$ cat src/hdl/aicp_map.vh
// Function
// - Bytes are eight bits, MSB first
// - Receiver acknowledges in ninth clock
// - SDA fall/rise with SCL high: start/stop
// - Master changes SDA only while SCL low
// - First byte: address then direction bit
// - Any byte count; stop ends transfer (host moves one data byte per transfer)
// - Write: addr+0, register, data, stop
// - Read: register, repeated start, addr+1
// - Master nacks read byte then stops
// - Lines driven low only, open drain
`ifndef AICP_MAP_VH
`define AICP_MAP_VH
// APB register offsets (byte addresses)
`define AICP_OFS_CTRL 12'h000
`define AICP_OFS_ADDR 12'h004
`define AICP_OFS_WDATA 12'h008
`define AICP_OFS_STATUS 12'h00c
`define AICP_OFS_RDATA 12'h010
`define AICP_OFS_DIV 12'h014
// Control register fields
`define AICP_CTRL_GO 0
`define AICP_CTRL_READ 1
// Status register fields
`define AICP_ST_BUSY 0
`define AICP_ST_NACK 1
`define AICP_ST_DONE 2
// Device address
`define AICP_DEV_UPPER 6'h36
`define AICP_ADDR_RESET 1'h0
// Device register map
`define AICP_REG_IDENTITY 8'h00
`define AICP_REG_POWER 8'h01
`define AICP_POWER_RESET 8'hfd
`define AICP_SLEEP_BIT 1
`define AICP_SHUTDOWN_BIT 0
// Quarter bit period in pclk cycles: 25 MHz / (4*100 kHz) = 62.5 -> 63
`define AICP_CLK_HZ 25000000
`define AICP_STD_HZ 100000
`define AICP_FAST_HZ 400000
`define AICP_QTR_STD ((`AICP_CLK_HZ + 4*`AICP_STD_HZ - 1) / (4*`AICP_STD_HZ))
`define AICP_QTR_FAST ((`AICP_CLK_HZ + 4*`AICP_FAST_HZ - 1) / (4*`AICP_FAST_HZ))
`endif

$ cat src/hdl/aicp_tick.v
`timescale 1ns/10ps
`include "aicp_map.vh"
module aicp_tick (
	pclk,
	presetn,
	fast,
	run,
	tick
);
input wire pclk;
input wire presetn;
input wire fast;
input wire run;
output reg tick;
reg [7:0] cnt;
wire [7:0] limit;
// Both counts fit in eight bits, so the upper bits are cut on purpose
localparam [31:0] LIM_STD = `AICP_QTR_STD - 1;
localparam [31:0] LIM_FAST = `AICP_QTR_FAST - 1;
assign limit = fast ? LIM_FAST[7:0] : LIM_STD[7:0];
always @(posedge pclk or negedge presetn) begin
	if (!presetn) begin
		cnt <= 8'h00;
		tick <= 1'b0;
	end else if (!run) begin
		cnt <= 8'h00;
		tick <= 1'b0;
	end else if (cnt >= limit) begin
		cnt <= 8'h00;
		tick <= 1'b1;
	end else begin
		cnt <= cnt + 8'h01;
		tick <= 1'b0;
	end
end
endmodule

$ cat src/hdl/aicp_sync.v
`timescale 1ns/10ps
module aicp_sync (
	pclk,
	presetn,
	din,
	dout
);
input wire pclk;
input wire presetn;
input wire [1:0] din;
output reg [1:0] dout;
reg [1:0] meta;
// Pull-ups idle high, so reset to ones
always @(posedge pclk or negedge presetn) begin
	if (!presetn) begin
		meta <= 2'h3;
		dout <= 2'h3;
	end else begin
		meta <= din;
		dout <= meta;
	end
end
endmodule

$ cat src/hdl/aicp_host.v
// The implementer's own choice: the APB interface to the registers.
`timescale 1ns/10ps
`include "aicp_map.vh"
module aicp_host (
	pclk,
	presetn,
	psel,
	penable,
	pwrite,
	paddr,
	pwdata,
	prdata,
	pready,
	pslverr,
	bus_clock_in,
	bus_clock_out,
	bus_clock_oe,
	bus_data_in,
	bus_data_out,
	bus_data_oe,
	gain_sel_high
);
input wire pclk;
input wire presetn;
input wire psel;
input wire penable;
input wire pwrite;
input wire [11:0] paddr;
input wire [31:0] pwdata;
output reg [31:0] prdata;
output reg pready;
output reg pslverr;
input wire bus_clock_in;
output reg bus_clock_out;
output reg bus_clock_oe;
input wire bus_data_in;
output reg bus_data_out;
output reg bus_data_oe;
output reg gain_sel_high;

localparam S_IDLE = 4'h0;
localparam S_START = 4'h1;
localparam S_BIT = 4'h2;
localparam S_ACK = 4'h3;
localparam S_RSTART = 4'h4;
localparam S_RBIT = 4'h5;
localparam S_MNACK = 4'h6;
localparam S_STOP = 4'h7;
localparam S_DONE = 4'h8;

////////////////////////////////////////////////////////////////////////
// Registers
reg [6:0] dev_addr;
reg [7:0] reg_index;
reg [7:0] wdata;
reg [7:0] rdata;
reg fast;
reg op_read;
reg busy;
reg nack;
reg done;
reg [3:0] state;
reg [1:0] phase;
reg [3:0] bitn;
reg [1:0] byten;
reg [7:0] shreg;
reg drive_low;
reg clock_low;
wire tick;
wire [1:0] lines;
wire scl_s;
wire sda_s;
wire access;
wire go;

assign access = psel & penable & pready;
assign go = access & pwrite & (paddr == `AICP_OFS_CTRL) &
	pwdata[`AICP_CTRL_GO] & ~busy;
assign scl_s = lines[1];
assign sda_s = lines[0];

// Line inputs come from the open-drain wire, not our clock
aicp_sync u_sync (
	.pclk(pclk),
	.presetn(presetn),
	.din({bus_clock_in, bus_data_in}),
	.dout(lines)
);

aicp_tick u_tick (
	.pclk(pclk),
	.presetn(presetn),
	.fast(fast),
	.run(busy),
	.tick(tick)
);

////////////////////////////////////////////////////////////////////////
// APB slave; no wait cycles, prdata is registered in the setup cycle
always @(posedge pclk or negedge presetn) begin
	if (!presetn) begin
		pready <= 1'b0;
		prdata <= 32'h00000000;
		pslverr <= 1'b0;
		dev_addr <= {`AICP_DEV_UPPER, `AICP_ADDR_RESET};
		reg_index <= 8'h00;
		wdata <= 8'h00;
		fast <= 1'b0;
		op_read <= 1'b0;
		gain_sel_high <= 1'b0;
	end else begin
		pready <= psel & ~pready;
		pslverr <= 1'b0;
		if (psel & ~pready) begin
			case (paddr)
			`AICP_OFS_CTRL: prdata <= {28'h0, gain_sel_high, fast, op_read, 1'b0};
			`AICP_OFS_ADDR: prdata <= {17'h0, dev_addr, reg_index};
			`AICP_OFS_WDATA: prdata <= {24'h0, wdata};
			`AICP_OFS_STATUS: prdata <= {28'h0, scl_s, done, nack, busy};
			`AICP_OFS_RDATA: prdata <= {24'h0, rdata};
			default: prdata <= 32'h00000000;
			endcase
			pslverr <= (paddr > `AICP_OFS_RDATA) | (paddr[1:0] != 2'h0);
		end
		if (access & pwrite & ~busy) begin
			case (paddr)
			`AICP_OFS_CTRL: begin
				op_read <= pwdata[`AICP_CTRL_READ];
				fast <= pwdata[2];
				gain_sel_high <= pwdata[3];
			end
			`AICP_OFS_ADDR: begin
				reg_index <= pwdata[7:0];
				dev_addr <= pwdata[14:8];
			end
			`AICP_OFS_WDATA: wdata <= pwdata[7:0];
			default: ;
			endcase
		end
	end
end

////////////////////////////////////////////////////////////////////////
// Bus engine: four quarter phases per bit
always @(posedge pclk or negedge presetn) begin
	if (!presetn) begin
		state <= S_IDLE;
		phase <= 2'h0;
		bitn <= 4'h0;
		byten <= 2'h0;
		shreg <= 8'h00;
		drive_low <= 1'b0;
		clock_low <= 1'b0;
		busy <= 1'b0;
		nack <= 1'b0;
		done <= 1'b0;
		rdata <= 8'h00;
	end else if (go) begin
		busy <= 1'b1;
		nack <= 1'b0;
		done <= 1'b0;
		state <= S_START;
		phase <= 2'h0;
		byten <= 2'h0;
		bitn <= 4'h0;
		shreg <= {dev_addr, 1'b0};
	// Clear only a done that this read reported, or a late done is lost
	end else if (access & ~pwrite & (paddr == `AICP_OFS_STATUS) &
		prdata[`AICP_ST_DONE]) begin
		done <= 1'b0;
	end else if (tick) begin
		phase <= phase + 2'h1;
		case (state)
		S_START, S_RSTART: begin
			// SDA falls while SCL high
			case (phase)
			2'h0: begin
				clock_low <= 1'b1;
				drive_low <= 1'b0;
			end
			2'h1: clock_low <= 1'b0;
			2'h2: drive_low <= 1'b1;
			default: begin
				clock_low <= 1'b1;
				state <= S_BIT;
				bitn <= 4'h0;
			end
			endcase
		end
		S_BIT, S_RBIT: begin
			case (phase)
			2'h0: drive_low <= (state == S_BIT) ? ~shreg[7] : 1'b0;
			2'h1: clock_low <= 1'b0;
			2'h2: if (state == S_RBIT) shreg <= {shreg[6:0], sda_s};
			default: begin
				clock_low <= 1'b1;
				if (state == S_BIT) shreg <= {shreg[6:0], 1'b0};
				bitn <= bitn + 4'h1;
				if (bitn == 4'h7)
					state <= (state == S_BIT) ? S_ACK : S_MNACK;
			end
			endcase
		end
		S_ACK: begin
			case (phase)
			2'h0: drive_low <= 1'b0;
			2'h1: clock_low <= 1'b0;
			2'h2: nack <= sda_s;
			default: begin
				clock_low <= 1'b1;
				bitn <= 4'h0;
				byten <= byten + 2'h1;
				if (nack)
					state <= S_STOP;
				else if (byten == 2'h0) begin
					state <= S_BIT;
					shreg <= reg_index;
				end else if (byten == 2'h1 && op_read) begin
					state <= S_RSTART;
					shreg <= {dev_addr, 1'b1};
				end else if (byten == 2'h1) begin
					state <= S_BIT;
					shreg <= wdata;
				end else if (byten == 2'h2 && op_read) begin
					state <= S_RBIT;
				end else begin
					state <= S_STOP;
				end
			end
			endcase
		end
		S_MNACK: begin
			case (phase)
			2'h0: begin
				drive_low <= 1'b0;
				rdata <= shreg;
			end
			2'h1: clock_low <= 1'b0;
			2'h2: ;
			default: begin
				clock_low <= 1'b1;
				state <= S_STOP;
			end
			endcase
		end
		S_STOP: begin
			// SDA rises while SCL high
			case (phase)
			2'h0: drive_low <= 1'b1;
			2'h1: clock_low <= 1'b0;
			2'h2: drive_low <= 1'b0;
			default: state <= S_DONE;
			endcase
		end
		S_DONE: begin
			busy <= 1'b0;
			done <= 1'b1;
			state <= S_IDLE;
		end
		default: state <= S_IDLE;
		endcase
	end
end

////////////////////////////////////////////////////////////////////////
// Open-drain pins: only ever drive low
always @(posedge pclk or negedge presetn) begin
	if (!presetn) begin
		bus_clock_out <= 1'b0;
		bus_clock_oe <= 1'b0;
		bus_data_out <= 1'b0;
		bus_data_oe <= 1'b0;
	end else begin
		bus_clock_out <= 1'b0;
		bus_clock_oe <= clock_low;
		bus_data_out <= 1'b0;
		bus_data_oe <= drive_low;
	end
end
// Clock stretching is not honoured; scl_s only shows the line in status
endmodule

$ cat config.mk
export PLATFORM = sky130hd
export DESIGN_NAME = aicp_host
export DESIGN_NICKNAME = d
export VERILOG_FILES = /design/src/hdl/aicp_tick.v /design/src/hdl/aicp_sync.v /design/src/hdl/aicp_host.v
export VERILOG_INCLUDE_DIRS = /design/src /design/src/hdl
export SDC_FILE = /design/constraint.sdc
export NUM_CORES = 1
export LEC_CHECK = 0
export BUFFER_PORTS_ARGS = -buffer_cell sky130_fd_sc_hd__clkbuf_2
export CELL_PAD_IN_SITES_DETAIL_PLACEMENT = 2
export CELL_PAD_IN_SITES_GLOBAL_PLACEMENT = 2
export CORE_UTILIZATION = 36
export DETAILED_ROUTE_END_ITERATION = 6
export PLACE_DENSITY = 0.86
export SYNTH_ARGS = -nofsm -noshare
export SYNTH_HDL_FRONTEND = slang
export SYNTH_HIERARCHICAL = 1
export SYNTH_SLANG_ARGS = --single-unit
$ cat constraint.sdc
create_clock -name pclk -period 2.4 [get_ports pclk]
set_input_delay 0.12 -clock pclk [delete_from_list [all_inputs] [get_ports pclk]]
set_output_delay 0.12 -clock pclk [all_outputs]
set_load 0.01 [all_outputs]
Word level (Yosys, flattened, before mapping)
Cells that the tools add are included.

$add $sub $neg: 4. Reduce and logical (&&, ||, !) cells: 38. Eq/ne operators: 38. Multiplexer cells: 72. Bitwise logic cells: 18. $lt $le $gt $ge: 2.

Operators by type and width (count): 8-bit 2-to-1 mux (12); 15-bit case mux with 5 select lines (1); 4-bit 2-to-1 mux (14); 8-bit case mux with 2 select lines (2); 3-bit != test, second input constant (9); 12-bit by 4-bit == test with 1-bit output, second input constant (2); 4-bit by 3-bit == test with 1-bit output, second input constant (5); 1-bit 2-to-1 mux (20); 4-bit case mux with 5 select lines (1); 2-bit 2-to-1 mux (9); 8-bit AND reduction (2); 3-bit 2-to-1 mux (5); 3-bit nonzero test (5); 12-bit by 3-bit == test with 1-bit output, second input constant (1); 12-bit by 5-bit == test with 1-bit output, second input constant (1); 12-bit by 5-bit > comparator with 1-bit output, second input constant (1); 12-bit logical NOT (1); 1-bit AND (11); 2-bit != test, second input constant (5); 2-bit AND reduction (5); 5-bit AND reduction (2); 2-bit nonzero test (5); 2-bit OR reduction (5); 9-bit AND reduction (1); 29 further kinds (47).

Input bits: 51. Output and inout port bits: 39. Flip-flop bits (word level): 108. Logic and storage cells: 198.

Logic depth before layout (Yosys ltp)
Depth in word-level cells: 12. Gate-level depth with buffers: 8. Gate-level depth less buffers: 7.

Cells and area by module
The synthesis kept the hierarchy.

Modules (own cells, without submodules): aicp_host (area an instance 4431.8 µm², sequential area each 1956.9 µm², instances 1, cells each 415); aicp_tick (area an instance 526.8 µm², sequential area each 225.2 µm², instances 1, cells each 51); aicp_sync (area an instance 105.1 µm², sequential area each 105.1 µm², instances 1, cells each 4).

Worst setup path before layout
No wires, ideal clock.

Path kind: input -> register. Start point: input paddr[8]. End point: register dev_addr[4]. Buffers on the path: 2. Slack: 0.118 ns. Required time: 2.275 ns. Cell stages on the path: 7. Setup time: 0.125 ns. Arrival time: 2.156 ns. Cell sequence: or4_4 -> buf_6 -> or3_4 -> or3_4 -> nor2_8 -> buf_12 -> mux2_4.

Longest elaborated chain between the ends: 2.

Ends and longest elaborated chain: start, declared (line aicp_host.v:28) `input wire [11:0] paddr;`; 12-bit by 3-bit == test with 1-bit output (line aicp_host.v:126) `case (paddr)`; 2-bit AND reduction (no source line); end signal, assigned (line aicp_host.v:105) `` dev_addr <= {`AICP_DEV_UPPER, `AICP_ADDR_RESET}; ``; end signal, assigned (line aicp_host.v:134) `dev_addr <= pwdata[14:8];`; end, declared (line aicp_host.v:53) `reg [6:0] dev_addr;`.

No other way between the ends. A chain may end at the register's enable or synchronous reset.

Worst setup path in the final report
Start point: register state[2]. End point: register shreg[7].

Longest elaborated chain between the ends: 6. Elaborated cells between the ends (all ways): 16. Those cells by class: eq/ne: 9; mux: 4; reduce/logical: 3.

Ends and longest elaborated chain: start, declared (line aicp_host.v:62) `reg [3:0] state;`; start signal, assigned (line aicp_host.v:200) `state <= (state == S_BIT) ? S_ACK : S_MNACK;`; 4-bit by 2-bit == test with 1-bit output / 4-bit by 3-bit == test with 1-bit output (equally long branches) (line aicp_host.v:173, aicp_host.v:197, aicp_host.v:194); 2-bit OR reduction (line aicp_host.v:173) `case (state)`; 8-bit case mux with 2 select lines (line aicp_host.v:173); 8-bit 2-to-1 mux (line aicp_host.v:171) `end else if (tick) begin`; 8-bit 2-to-1 mux (line aicp_host.v:168) `` end else if (access & ~pwrite & (paddr == `AICP_OFS_STATUS) & ``; 8-bit 2-to-1 mux (line aicp_host.v:158) `end else if (go) begin`; end signal, assigned (line aicp_host.v:166) `shreg <= {dev_addr, 1'b0};`; end signal, assigned (line aicp_host.v:194) `2'h2: if (state == S_RBIT) shreg <= {shreg[6:0], sda_s};`; end signal, assigned (line aicp_host.v:197) `if (state == S_BIT) shreg <= {shreg[6:0], 1'b0};`; end, declared (line aicp_host.v:66) `reg [7:0] shreg;`.

Parallel ways exist; a longest one is shown, timed or not. The select of a mux whose other input is x is not followed.

==> key figures <==
CTS
  – Number of buffers added for setup after CTS: 0
  – Clock Root Buffer: clkbuf_16
  – H-tree Lvls: 3
  – Clock-pin slew on the worst setup and hold paths: 0.07 ns
  – Clk Latency, worst-skew pair: 0.36 ns
  – Clock Path Buffers: 2
  – CTS Buf Count: 9
  – CTS Sinks: 91
  – CTS tree: built

Place
  – Final Wtd Congestion: 0.786
  – DPL Wire Length: 12,000 µm
  – Area after DPL: 5660 µm²
  – # port buffers: 53

Setup path
  – Worst setup startpoint: state[2]
  – Reg2Reg Depth: 6
  – Crit-path max FO: 4
  – Setup CP Type: reg -> reg
  – FF-to-FF Start: state[2]
  – Critical path depth: 6
  – Slowest library cell on the worst path: or4bb_1
  – CP bufs+invs: 1
  – Top Family by Delay on Critical Path: compound AO/OA/AOI/OAI gates
  – End of the critical path: shreg[7]
  – Crit Reg-Reg Endpoint: shreg[7]
  – CP cell instances: or4bb_1, o221a_2, a2111oi_4, buf_4, nand2_1, o311ai_1
  – R2r setup slk: 0.09 ns
  – Crit path DAT: 2.56 ns
  – Endpoint class of the critical path: register
  – Startpoint types: register
  – Worst EP required: 2.65 ns
  – Largest stage delay on the critical path: 0.57 ns

Routing
  – WL met3: 861 µm
  – Routed wl met2: 8890 µm
  – DR top layer: met4
  – Drt initial violations: 183
  – DRC viols: 0
  – DRT Pass-1 Iters: 5
  – Via count: 4,208
  – Post-DRT Antenna Nets: 0
  – Total wire length: 17,000 µm
  – Wire per inst: 23.2 µm
  – WL met1: 6860 µm
  – Vias per cell: 5.74

Yosys
  – Count leader, synth: dfrtp_1
  – Post-synth top cells: 83 x dfrtp_1, 38 x mux2_2, 37 x nand2_1
  – Post-synthesis async set-or-reset flop share: 100%
  – Largest family of logic cells by synthesized area: compound AO/OA/AOI/OAI gates
  – Top cell type's share of synthesized area: 41.0%
  – Synthesis Warnings: 6
  – Synth top area cells: dfrtp_1 41%, mux2_2 8.5%, dfstp_2 4.2%
  – Area leader, netlist: dfrtp_1
  – #FFs+latches synth: 91
  – Synthesized instance count: 470
  – Number of flops mapped to enable cells by yosys: 0
  – Post-synthesis adder-cell area fraction: 3.41%
  – XOR/XNOR share of the synthesized area: 0.346%
  – Primary FF master, synth: dfrtp_1
  – Unique masters post-synth: 74
  – Avg Cell Area, Syn: 10.8 µm²
  – Sequential element share of the synthesized area: 45.2%
  – Simple-Gate Fraction of Synth Area: 15.7%
  – Mux contribution to synthesized area: 12.6%
  – Cell area after synthesis: 5060 µm²
  – Synth Area in Compound Gates: 16.2%

STA
  – RSZ-0062 raised after global routing: no
  – Final period util: 96.1%
  – Post-Route Setup TNS: 0 ns
  – Endpoints failing setup: 0
  – Rel. slew slack: 58.1%
  – Clock Skews: 0.00942 ns
  – Max Freq: 0.434 GHz
  – Measured slew at the worst slew-check pin: 0.628 ns
  – Final hold violations: 0
  – Max-slew violations: 0
  – Crit path time final: 2.31 ns

Global routing
  – Gr usage total: 25.1%
  – Largest net degree at the start of global routing: 48
  – Global-route wire length before repair: 27,200 µm
  – Initial antenna violation count: 0
  – Vias in the first global route: 4,742
  – Grt ovf: 0

Power
  – VDD IR-drop max: 526 µV
  – Final Power: 0.00315 W
  – Power Dens Cells: 526 nW/µm²
  – Clock power share: 46.8%
  – Psw: 0.000754 W
  – Sequential Power Share: 49.1%
  – Switch share: 23.9%
  – Leakage power total: 2.79 nW
  – P_int: 0.00240 W
  – Combinational power share: 4.1%

Floorplanning
  – Die height: 121 µm
  – I/O pin cnt: 90
  – Die ar.: 14,500 µm²
  – Initial Utilization: 37.5%
  – Die X: 121 µm
  – Placeable Area: 13,500 µm²
  – Site Rows: 42

Final layout
  – Area of the multi-input gates: 2520 µm²
  – Nets: 616
  – Share of layout cells above drive strength 1: 33.6%
  – Fillcell total: 1,412
  – Antenna cell count: 0
  – Cell area after layout: 6000 µm²
  – Layout Area Growth over Synthesis: 18.4%
  – Storage cell area: 2290 µm²

Job
  – Max Cap Viol: 0

Status
  – Run status: finished, final reports clean

Min path
  – Hold crit path type: in -> reg
==> metal layers <==
metal	GRT usage, %	up-vias
li1	-	1871
met1	29.5	2176
met2	44.8	130
met3	4.43	31
met4	10.4	0
met5	0	-
==> cells by family (layout without fill, tap and decap cells) <==
family	count (synthesis)	in the layout
DFF	91	91
muxes	54	54
and+or+nand+nor	134	134
adders and majority gates	14	14
buffers and inverters	56	125
other	2	20
xor gates and xnor gates	2	2
AOI/OAI and AO/OA	117	117
==> power by group through the flow <==
stage	combinational [W]	sequential (W)	clock, W
floorplan	0.0000628	0.00158	0
global placement	0.000118	0.00157	0
detailed placement	0.000126	0.00158	0
CTS	0.000131	0.00155	0.00150
global route	0.000143	0.00155	0.00155
finish	0.000129	0.00155	0.00148
==> metrics by stage <==
stage | setup WS, ns | hold WS [ns] | utilization (%) | instances
2_1_floorplan | 0.118 | -0.176 | - | 488
3_3_place_gp | 0.0611 | 0.171 | 41.9 | 714
3_5_place_dp | 0.0122 | 0.177 | 41.9 | 714
4_1_cts | 0.0409 | 0.00180 | 44.4 | 733
5_1_grt | 0.0201 | 0.00338 | 44.4 | 733
6_report | 0.0941 | 0.00555 | 44.4 | 733
==> worst reg2reg max path, stage by stage, from the launching register on <==
cell and delay (ns):
dfrtp_1 0.38, or4bb_1 0.57, o221a_2 0.32, a2111oi_4 0.43
buf_4 0.20, nand2_1 0.05, o311ai_1 0.25
==> cell type report <==
cell class / instances / area share, %
tap: 176 / 3.67
inverter: 15 / 0.939
timing repair buffer: 94 / 10.1
clock buffer: 9 / 3.76
clock inverter: 7 / 1.25
multi-input combinational: 341 / 42.1
sequential: 91 / 38.1
==> flip-flops by register name, indices dropped and copies added, names as in the netlist, 2 cells and up <==
name / count
dev_addr: 7
u_sync/dout: 2
u_tick/cnt: 8
rdata: 8
state: 4
u_sync/meta: 2
phase: 2
byten: 2
reg_index: 8
bitn: 4
wdata: 8
prdata: 15
shreg: 8
==> worst min-delay path by stage <==
stage                     startpoint       endpoint  cells after the start
after floorplan              presetn        bitn[0]                      0
after global placement       presetn  gain_sel_high                      1
after detailed placement     presetn       wdata[3]                      1
after CTS                 pwdata[13]    dev_addr[5]                      2
after global routing      pwdata[12]    dev_addr[4]                      2
final                     pwdata[10]    dev_addr[2]                      2
==> cells in the final DEF, fill, tap and decap left out, types with 3 or more instances in the layout <==
cell type and count:
nand3_1 7, a22o_1 7, mux2_4 10, nor4_1 5, o21ai_0 30, or2_2 4, dfstp_2 8, nand2_1 37
o211ai_1 5, a211o_1 4, or3b_2 3, nor3_1 5, nand3b_1 4, mux2i_1 6, or3_1 6, nand2b_1 5
mux2_2 38, dlygate4sd3_1 3, nor2b_1 4, nand4_1 4, a211oi_1 9, dfrtp_1 83, and3_1 11, ha_1 13
a31oi_1 8, clkbuf_2 52, nor3_2 3, buf_4 37, a222oi_1 4, conb_1 20, nor2_1 17, clkbuf_16 9
a21oi_1 22, inv_1 15
==> what timing repair did <==
action | in CTS | in global routing
hold buffers | 3 | 0
resized for setup | 0 | 1
setup endpoints to repair | 0 | 3
hold endpoints to repair | 42 | 0
Note: power is estimated with default switching activity, not from simulation.
